[src/pwct_pkg.sv]
// pulse width count timer: constants, register map and carrier types
// assumes an APB slave with 32-bit data, one register per aligned word
//
// Functional notes
// - measurement counter is sixteen bits, counting up per reference tick
// - timer function raises an interrupt each programmed interval
// - timer function toggles a pulse output at each period end
// - reference clock chosen from three internal prescaled clocks
// - pulse measurement counts ticks between selected start and stop edges
// - five modes: high, low, rise period, fall period, any-to-opposite
// - optional eight-bit input divider by four to power n, n 1..4
// - measurement completion raises an interrupt request
// - single measurement stops counting; repeat mode restarts automatically
// - four count input pins; divide ratio set in its own register
// - sixteen-bit control register sets start, function, repeat, clock, mode, divider
// - four independent timer channels with own counter and registers
// - each channel raises completion and overflow interrupt sources
`default_nettype none
package pwct_pkg;
   localparam int NCH = 4;
   // ---------------------------------------------------------------
   // register map, channel stride 0x10
   // ---------------------------------------------------------------
   localparam logic [11:0] CH_STRIDE   = 12'h010;
   localparam logic [3:0]  OFS_CTRL    = 4'h0;
   localparam logic [3:0]  OFS_RESULT  = 4'h4;
   localparam logic [3:0]  OFS_DIV     = 4'h8;
   localparam logic [3:0]  OFS_RELOAD  = 4'hC;
   localparam logic [11:0] ADDR_IRQ_ST = 12'h040;
   localparam logic [11:0] ADDR_IRQ_MK = 12'h044;
   localparam logic [11:0] ADDR_COUNT0 = 12'h050;
   // ---------------------------------------------------------------
   // control register fields
   // ---------------------------------------------------------------
   localparam int CTL_START   = 0;
   localparam int CTL_FUNC    = 1;
   localparam int CTL_REPEAT  = 2;
   localparam int CTL_CKS_LO  = 3;
   localparam int CTL_MODE_LO = 5;
   localparam int CTL_DIVEN   = 8;
   localparam int CTL_BUSY    = 15;
   localparam logic [15:0] CTRL_RESET = 16'h0000;
   localparam logic [15:0] CTRL_WMASK = 16'h01FF;
   localparam logic [15:0] RELOAD_RESET = 16'hFFFF;
   localparam logic [1:0]  DIV_RESET = 2'h0;
   // prescaler taps: tick every 4, 16, 64 clocks
   localparam int PRE_W   = 6;
   localparam int TAP0    = 1;
   localparam int TAP1    = 3;
   localparam int TAP2    = 5;
   localparam int DIV_W   = 8;
   typedef enum logic [2:0] {
      PWCT_MODE_HIGH = 3'b000,
      PWCT_MODE_LOW  = 3'b001,
      PWCT_MODE_RISE = 3'b010,
      PWCT_MODE_FALL = 3'b011,
      PWCT_MODE_ANY  = 3'b100
   } pwct_mode_t;
   typedef enum logic [1:0] {
      PWCT_IDLE = 2'b00,
      PWCT_WAIT = 2'b01,
      PWCT_MEAS = 2'b10
   } pwct_state_t;
   // packed from control bit 8 down to bit 0
   typedef struct packed {
      logic       divEnable;
      logic [2:0] mode;
      logic [1:0] clockSel;
      logic       repeatOn;
      logic       timerFunc;
      logic       started;
   } pwct_cfg_t;
endpackage : pwct_pkg
`default_nettype wire

[src/pwct_timer.sv]
// four-channel pulse width count timer with APB register access
// assumes count pins are asynchronous; one clock, ref_clk
`default_nettype none
`timescale 1ns/1ns
module pwct_timer #(
   parameter int NCH = pwct_pkg::NCH
) (
   // clock, reset, enable
   input  wire logic            ref_clk,
   input  wire logic            rstn,
   input  wire logic            clkEn,
   // apb slave
   input  wire logic            psel,
   input  wire logic            penable,
   input  wire logic            pwrite,
   input  wire logic [11:0]     paddr,
   input  wire logic [31:0]     pwdata,
   output logic                 pready,
   output logic [31:0]          prdata,
   output logic                 pslverr,
   // count pins and pulse outputs
   input  wire logic [NCH-1:0]  countIn,
   output logic      [NCH-1:0]  pulseOut,
   // interrupt
   output logic                 irq
);
   localparam int IW = 2 * NCH;
   logic              wrEn;
   logic              rdEn;
   logic [IW-1:0]     irqStatus;
   logic [IW-1:0]     irqMask;
   logic [IW-1:0]     irqEvent;
   localparam int PWCT_W = pwct_pkg::PRE_W;
   logic [PWCT_W-1:0] preCnt;
   logic [31:0]       next_prdata;
   logic              addrHit;

   // ---------------------------------------------------------------
   // apb decode
   // ---------------------------------------------------------------
   // zero wait state: an access is taken in its first access cycle,
   // and a frozen block holds the master in the access phase
   assign wrEn    = psel & penable & pwrite & clkEn;
   assign rdEn    = psel & penable & ~pwrite & clkEn;
   assign pready  = clkEn;
   assign pslverr = ~addrHit;

   // ---------------------------------------------------------------
   // shared prescaler
   // ---------------------------------------------------------------
   always_ff @(posedge ref_clk or negedge rstn) begin
      if (!rstn) begin
         preCnt <= '0;
      end else if (clkEn) begin
         preCnt <= preCnt + 1'b1;
      end
   end

   // ---------------------------------------------------------------
   // channels
   // ---------------------------------------------------------------
   logic [15:0] ctrlRd   [NCH];
   logic [15:0] result   [NCH];
   logic [1:0]  divRatio [NCH];
   logic [15:0] reload   [NCH];
   logic [15:0] count    [NCH];

   genvar g;
   generate
      for (g = 0; g < NCH; g++) begin : gCh
         pwct_pkg::pwct_cfg_t   cfg;
         pwct_pkg::pwct_state_t state;
         logic [1:0]  syncIn;
         logic        pinLast;
         logic [7:0]  divCnt;
         logic        divOut;
         logic        divLast;
         logic        sig;
         logic        sigLast;
         logic        rise;
         logic        fall;
         logic        tick;
         logic        startEdge;
         logic        stopEdge;
         logic        wantFall;
         logic        complete;
         logic        overflow;
         logic        pulse;
         logic        ctrlWr;
         logic [11:0] base;
         logic [7:0]  divMax;

         assign base   = pwct_pkg::CH_STRIDE * 12'(g);
         assign ctrlWr = wrEn && paddr == base + {8'h00, pwct_pkg::OFS_CTRL};

         always_comb begin
            unique case (cfg.clockSel)
               2'b01:   tick = preCnt[pwct_pkg::TAP1:0] == '1;
               2'b10:   tick = preCnt[pwct_pkg::TAP2:0] == '1;
               default: tick = preCnt[pwct_pkg::TAP0:0] == '1;
            endcase
         end

         // only the second stage is read; the first may be metastable
         // pin synchroniser
         always_ff @(posedge ref_clk or negedge rstn) begin
            if (!rstn) begin
               syncIn  <= '0;
               pinLast <= 1'b0;
            end else if (clkEn) begin
               syncIn  <= {syncIn[0], countIn[g]};
               pinLast <= syncIn[1];
            end
         end

         // divider by 4**n, toggles out each half ratio
         always_comb begin
            unique case (divRatio[g])
               2'h0:    divMax = 8'h01;
               2'h1:    divMax = 8'h07;
               2'h2:    divMax = 8'h1F;
               default: divMax = 8'h7F;
            endcase
         end
         always_ff @(posedge ref_clk or negedge rstn) begin
            if (!rstn) begin
               divCnt <= '0;
               divOut <= 1'b0;
            end else if (clkEn) begin
               if (!cfg.started) begin
                  divCnt <= '0;
               end else if (syncIn[1] & ~pinLast) begin
                  if (divCnt == divMax) begin
                     divCnt <= '0;
                     divOut <= ~divOut;
                  end else begin
                     divCnt <= divCnt + 1'b1;
                  end
               end
            end
         end

         // switching the source can fake one edge; it falls in the idle
         // cycle after the control write, where the sequencer ignores it
         assign sig = cfg.divEnable ? divOut : syncIn[1];
         always_ff @(posedge ref_clk or negedge rstn) begin
            if (!rstn) begin
               sigLast <= 1'b0;
            end else if (clkEn) begin
               sigLast <= sig;
            end
         end
         assign rise = sig & ~sigLast;
         assign fall = ~sig & sigLast;

         always_comb begin
            startEdge = 1'b0;
            stopEdge  = 1'b0;
            unique case (cfg.mode)
               3'b001: begin
                  startEdge = fall;
                  stopEdge  = rise;
               end
               3'b010: begin
                  startEdge = rise;
                  stopEdge  = rise;
               end
               3'b011: begin
                  startEdge = fall;
                  stopEdge  = fall;
               end
               3'b100: begin
                  startEdge = rise | fall;
                  stopEdge  = wantFall ? fall : rise;
               end
               default: begin
                  startEdge = rise;
                  stopEdge  = fall;
               end
            endcase
         end

         assign overflow = cfg.started && state == pwct_pkg::PWCT_MEAS
                           && tick && count[g] == 16'hFFFF && !cfg.timerFunc;
         assign complete = cfg.started && state == pwct_pkg::PWCT_MEAS &&
                           (cfg.timerFunc ? (tick && count[g] == reload[g])
                                          : stopEdge);

         always_ff @(posedge ref_clk or negedge rstn) begin
            if (!rstn) begin
               state    <= pwct_pkg::PWCT_IDLE;
               count[g] <= '0;
               wantFall <= 1'b0;
            end else if (clkEn) begin
               if (ctrlWr || !cfg.started) begin
                  state    <= pwct_pkg::PWCT_IDLE;
                  count[g] <= '0;
               end else begin
                  unique case (state)
                     pwct_pkg::PWCT_IDLE: begin
                        state <= cfg.timerFunc ? pwct_pkg::PWCT_MEAS
                                               : pwct_pkg::PWCT_WAIT;
                     end
                     pwct_pkg::PWCT_WAIT: begin
                        if (startEdge) begin
                           state    <= pwct_pkg::PWCT_MEAS;
                           wantFall <= rise;
                        end
                     end
                     pwct_pkg::PWCT_MEAS: begin
                        if (complete) begin
                           count[g] <= '0;
                           // repeat or stop
                           // period modes reuse the stop edge as the
                           // next start edge, so no period is lost
                           if (!cfg.timerFunc && cfg.mode ==
                               pwct_pkg::PWCT_MODE_RISE ||
                               !cfg.timerFunc && cfg.mode ==
                               pwct_pkg::PWCT_MODE_FALL)
                              state <= pwct_pkg::PWCT_MEAS;
                           else if (!cfg.timerFunc)
                              state <= pwct_pkg::PWCT_WAIT;
                           if (!cfg.repeatOn)
                              state <= pwct_pkg::PWCT_IDLE;
                        end else if (tick) begin
                           count[g] <= count[g] + 1'b1;
                        end
                     end
                     default: state <= pwct_pkg::PWCT_IDLE;
                  endcase
               end
            end
         end

         // control, divide ratio and reload registers
         always_ff @(posedge ref_clk or negedge rstn) begin
            if (!rstn) begin
               cfg         <= pwct_pkg::pwct_cfg_t'(pwct_pkg::CTRL_RESET[8:0]);
               divRatio[g] <= pwct_pkg::DIV_RESET;
               reload[g]   <= pwct_pkg::RELOAD_RESET;
            end else if (clkEn) begin
               if (ctrlWr) begin
                  cfg <= pwct_pkg::pwct_cfg_t'(pwdata[8:0]);
               end else if (complete && !cfg.repeatOn) begin
                  cfg.started <= 1'b0;
               end
               if (wrEn && paddr == base + {8'h00, pwct_pkg::OFS_DIV})
                  divRatio[g] <= pwdata[1:0];
               if (wrEn && paddr == base + {8'h00, pwct_pkg::OFS_RELOAD})
                  reload[g] <= pwdata[15:0];
            end
         end

         always_ff @(posedge ref_clk or negedge rstn) begin
            if (!rstn) begin
               result[g] <= '0;
               pulse     <= 1'b0;
            end else if (clkEn) begin
               if (complete && !cfg.timerFunc)
                  result[g] <= count[g];
               if (!cfg.timerFunc || !cfg.started)
                  pulse <= 1'b0;
               else if (complete)
                  pulse <= ~pulse;
            end
         end
         assign pulseOut[g] = pulse;

         assign ctrlRd[g] = {(state != pwct_pkg::PWCT_IDLE), 6'h00, cfg};
         assign irqEvent[2*g]   = complete;
         assign irqEvent[2*g+1] = overflow;
      end
   endgenerate

   // ---------------------------------------------------------------
   // interrupts, cleared by status read; set wins
   // ---------------------------------------------------------------
   // completion sets a sticky bit
   always_ff @(posedge ref_clk or negedge rstn) begin
      if (!rstn) begin
         irqStatus <= '0;
         irqMask   <= '0;
      end else if (clkEn) begin
         if (rdEn && paddr == pwct_pkg::ADDR_IRQ_ST)
            irqStatus <= irqEvent;
         else
            irqStatus <= irqStatus | irqEvent;
         if (wrEn && paddr == pwct_pkg::ADDR_IRQ_MK)
            irqMask <= pwdata[IW-1:0];
      end
   end
   assign irq = |(irqStatus & irqMask);

   // ---------------------------------------------------------------
   // read mux
   // ---------------------------------------------------------------
   always_comb begin
      next_prdata = 32'h0000_0000;
      addrHit     = 1'b0;
      if (paddr == pwct_pkg::ADDR_IRQ_ST) begin
         next_prdata = {{(32-IW){1'b0}}, irqStatus};
         addrHit     = 1'b1;
      end else if (paddr == pwct_pkg::ADDR_IRQ_MK) begin
         next_prdata = {{(32-IW){1'b0}}, irqMask};
         addrHit     = 1'b1;
      end
      for (int i = 0; i < NCH; i++) begin
         if (paddr == pwct_pkg::CH_STRIDE * i[11:0]
                      + {8'h00, pwct_pkg::OFS_CTRL}) begin
            next_prdata = {16'h0000, ctrlRd[i]};
            addrHit     = 1'b1;
         end
         if (paddr == pwct_pkg::CH_STRIDE * i[11:0]
                      + {8'h00, pwct_pkg::OFS_RESULT}) begin
            next_prdata = {16'h0000, result[i]};
            addrHit     = 1'b1;
         end
         if (paddr == pwct_pkg::CH_STRIDE * i[11:0]
                      + {8'h00, pwct_pkg::OFS_DIV}) begin
            next_prdata = {30'h0, divRatio[i]};
            addrHit     = 1'b1;
         end
         if (paddr == pwct_pkg::CH_STRIDE * i[11:0]
                      + {8'h00, pwct_pkg::OFS_RELOAD}) begin
            next_prdata = {16'h0000, reload[i]};
            addrHit     = 1'b1;
         end
         if (paddr == pwct_pkg::ADDR_COUNT0 + 12'(4 * i)) begin
            next_prdata = {16'h0000, count[i]};
            addrHit     = 1'b1;
         end
      end
   end
   // data output from a flop would add a wait state; read data is muxed
   assign prdata = (psel & ~pwrite) ? next_prdata : 32'h0000_0000;
endmodule : pwct_timer
`default_nettype wire

[config.mk]
export PLATFORM = sky130hd
export DESIGN_NAME = pwct_timer
export DESIGN_NICKNAME = d
export VERILOG_FILES = /design/src/pwct_pkg.sv /design/src/pwct_timer.sv
export SDC_FILE = /design/constraint.sdc
export NUM_CORES = 1
export LEC_CHECK = 0
export BUFFER_PORTS_ARGS = -buffer_cell sky130_fd_sc_hd__buf_2
export CAP_MARGIN = 10
export CORE_MARGIN = 8
export CORE_UTILIZATION = 63
export CTS_CLUSTER_DIAMETER = 60
export DETAILED_ROUTE_END_ITERATION = 10
export HOLD_SLACK_MARGIN = 0.03
export PLACE_DENSITY = 0.9
export SYNTH_ARGS = -nofsm -noshare
export SYNTH_HDL_FRONTEND = slang
export SYNTH_SLANG_ARGS = --single-unit
[constraint.sdc]
create_clock -name ref_clk -period 4.9 [get_ports ref_clk]
set_input_delay 1.225 -clock ref_clk [delete_from_list [all_inputs] [get_ports ref_clk]]
set_output_delay 1.225 -clock ref_clk [all_outputs]
set_load 0.05 [all_outputs]
==> flow_summary.html <==
<table>
<tr><th>Metric</th><th>Value</th></tr>
<tr><th colspan="2">Outcome</th></tr>
<tr><td>Status</td><td>finished clean</td></tr>
<tr><th colspan="2">Critical path</th></tr>
<tr><td>Type of element launching the critical path</td><td>input port</td></tr>
<tr><td>Path type of the worst setup path</td><td>in2out</td></tr>
<tr><td>Buffers &amp; Inverters on Critical Path</td><td>4</td></tr>
<tr><td>Top delay family on crit path</td><td>buffers and inverters</td></tr>
<tr><td>Peak per-stage delay on the critical path</td><td>480 ps</td></tr>
<tr><td>Required time at the endpoint of the critical path</td><td>3670 ps</td></tr>
<tr><td>Timing startpoint of the critical path</td><td>paddr[6]</td></tr>
<tr><td>Series of cell instances along the critical path</td><td>buf_2, buf_4, buf_4, nor2b_1, a31oi_1, or3_1, a22o_1, a211oi_1, a21o_1, buf_2</td></tr>
<tr><td>Startpoint of the most critical register-to-register path</td><td>ctrlRd[8]$_DFFE_PN0P_</td></tr>
<tr><td>Highest-delay cell along the critical path</td><td>nor2b_1</td></tr>
<tr><td>Arrival time worst endpoint</td><td>3640 ps</td></tr>
<tr><td>Critical-path maximum fanout</td><td>13</td></tr>
<tr><td>Type of destination of the critical path</td><td>output port</td></tr>
<tr><td>Reg-to-reg setup timing slack</td><td>1140 ps</td></tr>
<tr><th colspan="2">Final layout</th></tr>
<tr><td>Leading cell types in the layout, fill and taps excluded</td><td>dfrtp_1, mux2_2, nand2_1</td></tr>
<tr><td>Most frequent standard cell in the layout excluding fill and tap cells</td><td>dfrtp_1</td></tr>
<tr><td>Post-layout net count</td><td>2201</td></tr>
<tr><td>Count of inserted antenna diode cells</td><td>0</td></tr>
<tr><td>Area growth from synthesis to final layout</td><td>11.7%</td></tr>
<tr><td>Share of layout cells above drive strength 1</td><td>0.252</td></tr>
<tr><th colspan="2">Die</th></tr>
<tr><td>Starting utilization of the core area</td><td>0.638</td></tr>
<tr><td>Height of the chip</td><td>195 µm</td></tr>
<tr><td>Floorplan core area</td><td>31600 µm²</td></tr>
<tr><td>Floorplan die width</td><td>195 µm</td></tr>
<tr><td>Site row count</td><td>65</td></tr>
<tr><td>I/O pin total</td><td>93</td></tr>
<tr><td>Die footprint</td><td>38000 µm²</td></tr>
<tr><th colspan="2">Timing</th></tr>
<tr><td>Final-report hold violation count</td><td>0</td></tr>
<tr><td>Slew Limit Fails</td><td>0</td></tr>
<tr><td>Period utilization</td><td>0.993</td></tr>
<tr><td>Max Clock Freq</td><td>0.205 GHz</td></tr>
<tr><td>RSZ-0062 raised after global routing</td><td>no</td></tr>
<tr><td>Worst-Margin Slew</td><td>967 ps</td></tr>
<tr><td>Worst hold slack across all endpoints</td><td>481 ps</td></tr>
<tr><td>Final setup viols</td><td>0</td></tr>
<tr><td>Worst-case headroom to the max-slew limit</td><td>0.354</td></tr>
<tr><td>Worst clock skew</td><td>22.6 ps</td></tr>
<tr><td>Final critical-path required period</td><td>4870 ps</td></tr>
<tr><td>Crit path setup slack, layout</td><td>33.3 ps</td></tr>
<tr><th colspan="2">Logic synthesis</th></tr>
<tr><td>Synthesized flop and latch total</td><td>326</td></tr>
<tr><td>Number of distinct library cell variants in the gate-level netlist after synthesis</td><td>102</td></tr>
<tr><td>Share of Yosys cell area claimed by the top area cell type</td><td>0.325</td></tr>
<tr><td>Number of synthesized flops with an enable pin</td><td>0</td></tr>
<tr><td>Share of synthesized flip-flops with an asynchronous set or reset</td><td>1.00</td></tr>
<tr><td>Dominant cells by area after synthesis</td><td>dfrtp_1, mux2_2, dfstp_2</td></tr>
<tr><td>Area leader, netlist</td><td>dfrtp_1</td></tr>
<tr><td>Post-Syn Area</td><td>20100 µm²</td></tr>
<tr><td>Top_reg_cell synth</td><td>dfrtp_1</td></tr>
<tr><td>Part of the Yosys area used for sequential elements</td><td>0.409</td></tr>
<tr><td>Warning count from the yosys run</td><td>0</td></tr>
<tr><td>Synthesized netlist cell count</td><td>2068</td></tr>
<tr><td>Average size of a mapped cell</td><td>9.74 µm²</td></tr>
<tr><th colspan="2">Clock tree</th></tr>
<tr><td>Number of buffers inserted during clock tree synthesis</td><td>38</td></tr>
<tr><td>Post-CTS Setup Repair Bufs</td><td>0</td></tr>
<tr><td>Post-CTS clock slew at the launch and capture registers of the worst setup and hold paths</td><td>60 ps</td></tr>
<tr><td>Number of buffers between clock root and the deepest sink</td><td>3</td></tr>
<tr><td>Clock tree from TritonCTS</td><td>yes</td></tr>
<tr><td>Clock Sink Count</td><td>326</td></tr>
<tr><td>Clock root buffer</td><td>clkbuf_16</td></tr>
<tr><td>Maximum level of the CTS H-tree</td><td>2</td></tr>
<tr><td># resized after CTS</td><td>1</td></tr>
<tr><td>Clock latency reported for the late side of the worst-skew pair</td><td>550 ps</td></tr>
<tr><td>Hold buffers post-CTS</td><td>0</td></tr>
<tr><th colspan="2">GRT</th></tr>
<tr><td>Largest net degree at the start of global routing</td><td>123</td></tr>
<tr><td>Antenna violations before repair</td><td>4</td></tr>
<tr><td>GRT Resource Usage Total</td><td>0.365</td></tr>
<tr><td>Number of global-route vias before repair</td><td>17700</td></tr>
<tr><td>Total global routing overflow</td><td>0</td></tr>
<tr><td>Wire length of the first global-routing pass</td><td>108000 µm</td></tr>
<tr><th colspan="2">Placement</th></tr>
<tr><td>Pre-CTS worst setup slack</td><td>-0.0822 ps</td></tr>
<tr><td>Sum of net half-perimeters after detailed placement</td><td>51100 µm</td></tr>
<tr><td>Number of input and output port buffers inserted</td><td>60</td></tr>
<tr><td>Weighted congestion at the end of routability-driven global placement</td><td>0.996</td></tr>
<tr><th colspan="2">Drt</th></tr>
<tr><td>Remaining DRCs</td><td>0</td></tr>
<tr><td>DR iter-0 viols</td><td>2097</td></tr>
<tr><td>Number of iterations in the first detailed-routing pass</td><td>8</td></tr>
<tr><td>Avg Vias per Cell</td><td>7.19</td></tr>
<tr><td>Routed WL</td><td>71100 µm</td></tr>
<tr><td>Routed Antenna Nets</td><td>0</td></tr>
<tr><td>Total via count after detailed routing</td><td>18300</td></tr>
<tr><td>Routed wirelength normalized by instance count</td><td>27.9 µm</td></tr>
<tr><th colspan="2">Job</th></tr>
<tr><td>Reported max-cap violation count</td><td>0</td></tr>
<tr><th colspan="2">Power and ir drop</th></tr>
<tr><td>Post-layout power</td><td>0.00662 W</td></tr>
<tr><td>IR drop worst, VDD</td><td>0.258 mV</td></tr>
<tr><td>Ratio of total power to cell area</td><td>294 nW/µm²</td></tr>
<tr><td>Static leakage</td><td>9.47 nW</td></tr>
<tr><th colspan="2">Worst hold path</th></tr>
<tr><td>Worst hold start</td><td>gCh[2].divOut$_DFFE_PN0P_</td></tr>
<tr><td>Worst Hold Class</td><td>reg2reg</td></tr>
</table>
## report_power, final
| part | switching, W | internal (W) |
|---|---|---|
| sequential | 0.000132 | 0.00277 |
| combinational | 0.000530 | 0.000237 |
| clock | 0.00117 | 0.00178 |
## stage by stage
stage / setup TNS [ps] / utilization / instances / instance area, µm²
final: 0 / 0.713 / 2553 / 22500
after global routing: 0 / 0.713 / 2553 / 22500
after CTS: 0 / 0.712 / 2553 / 22500
after detailed placement: -0.0822 / 0.670 / 2484 / 21200
after global placement: 0 / 0.670 / 2484 / 21200
after floorplan: 0 / - / 2083 / 20200
## synthesized netlist by cell type (all sizes together), types with 23 or more instances
cell,count
dfrtp,262
mux2,204
nand2,138
nor2,122
o21ai,116
clkbuf,97
a21oi,89
buf,74
nand3,74
xnor2,72
dfstp,64
nand4,60
nor3,51
inv,44
a22oi,37
a31oi,35
and3,33
nand2b,27
xor2,26
ha,25
mux2i,23
nor2b,23
## area by class of cell
cell class	count	area (µm²)
clock buffers	57	1180
clock inverters	12	130
fillers	2299	9060
inverters	44	165
multi-input cells	1542	11000
flip-flops and latches	326	8240
well taps	402	503
repair buffers	170	1240
## path summary, 6_finish.rpt
| path | to | depth (start not counted) |
|---|---|---|
| worst min-delay path | gCh[2].divOut$_DFFE_PN0P_ | 1 |
| worst max register to register | result[9]$_DFFE_PN0P_ | 8 |
| worst max-delay path | prdata[15] | 10 |
| min in group asynchronous | gCh[0].divCnt[3]$_DFFE_PN0P_ | 1 |
| worst min register to register | gCh[2].divOut$_DFFE_PN0P_ | 1 |
| max in group asynchronous | gCh[2].divCnt[3]$_DFFE_PN0P_ | 2 |
## cell families after synthesis
family | after synthesis | share of synthesized area
AO/OA/AOI/OAI | 518 | 0.178
XOR/XNOR | 98 | 0.0426
adder cells (fa/ha/maj) | 25 | 0.0155
buffers and inverters | 215 | 0.0484
flip-flops | 326 | 0.409
multiplexers | 228 | 0.128
other | 1 | 0.000186
AND/OR/NAND/NOR | 657 | 0.178
## routing by layer
metal,up-vias,track usage,part of all wire
li1,7815,-,-
met5,-,0,0
met4,0,0.186,0.057
met1,9133,0.486,0.40
met3,261,0.0670,0.096
met2,1137,0.565,0.45
## sequential cells by signal, summed over array words and instances (netlist names)
register / flops
irqMask: 8
gCh.divCnt: 32
preCnt: 6
ctrlRd: 36
gCh.sigLast: 4
gCh.wantFall: 4
reload: 64
result: 64
count: 64
divRatio: 8
gCh.pinLast: 4
gCh.pulse: 4
gCh.state: 8
gCh.syncIn: 8
irqStatus: 8
gCh.divOut: 4
(Power assumes the default switching activity.)
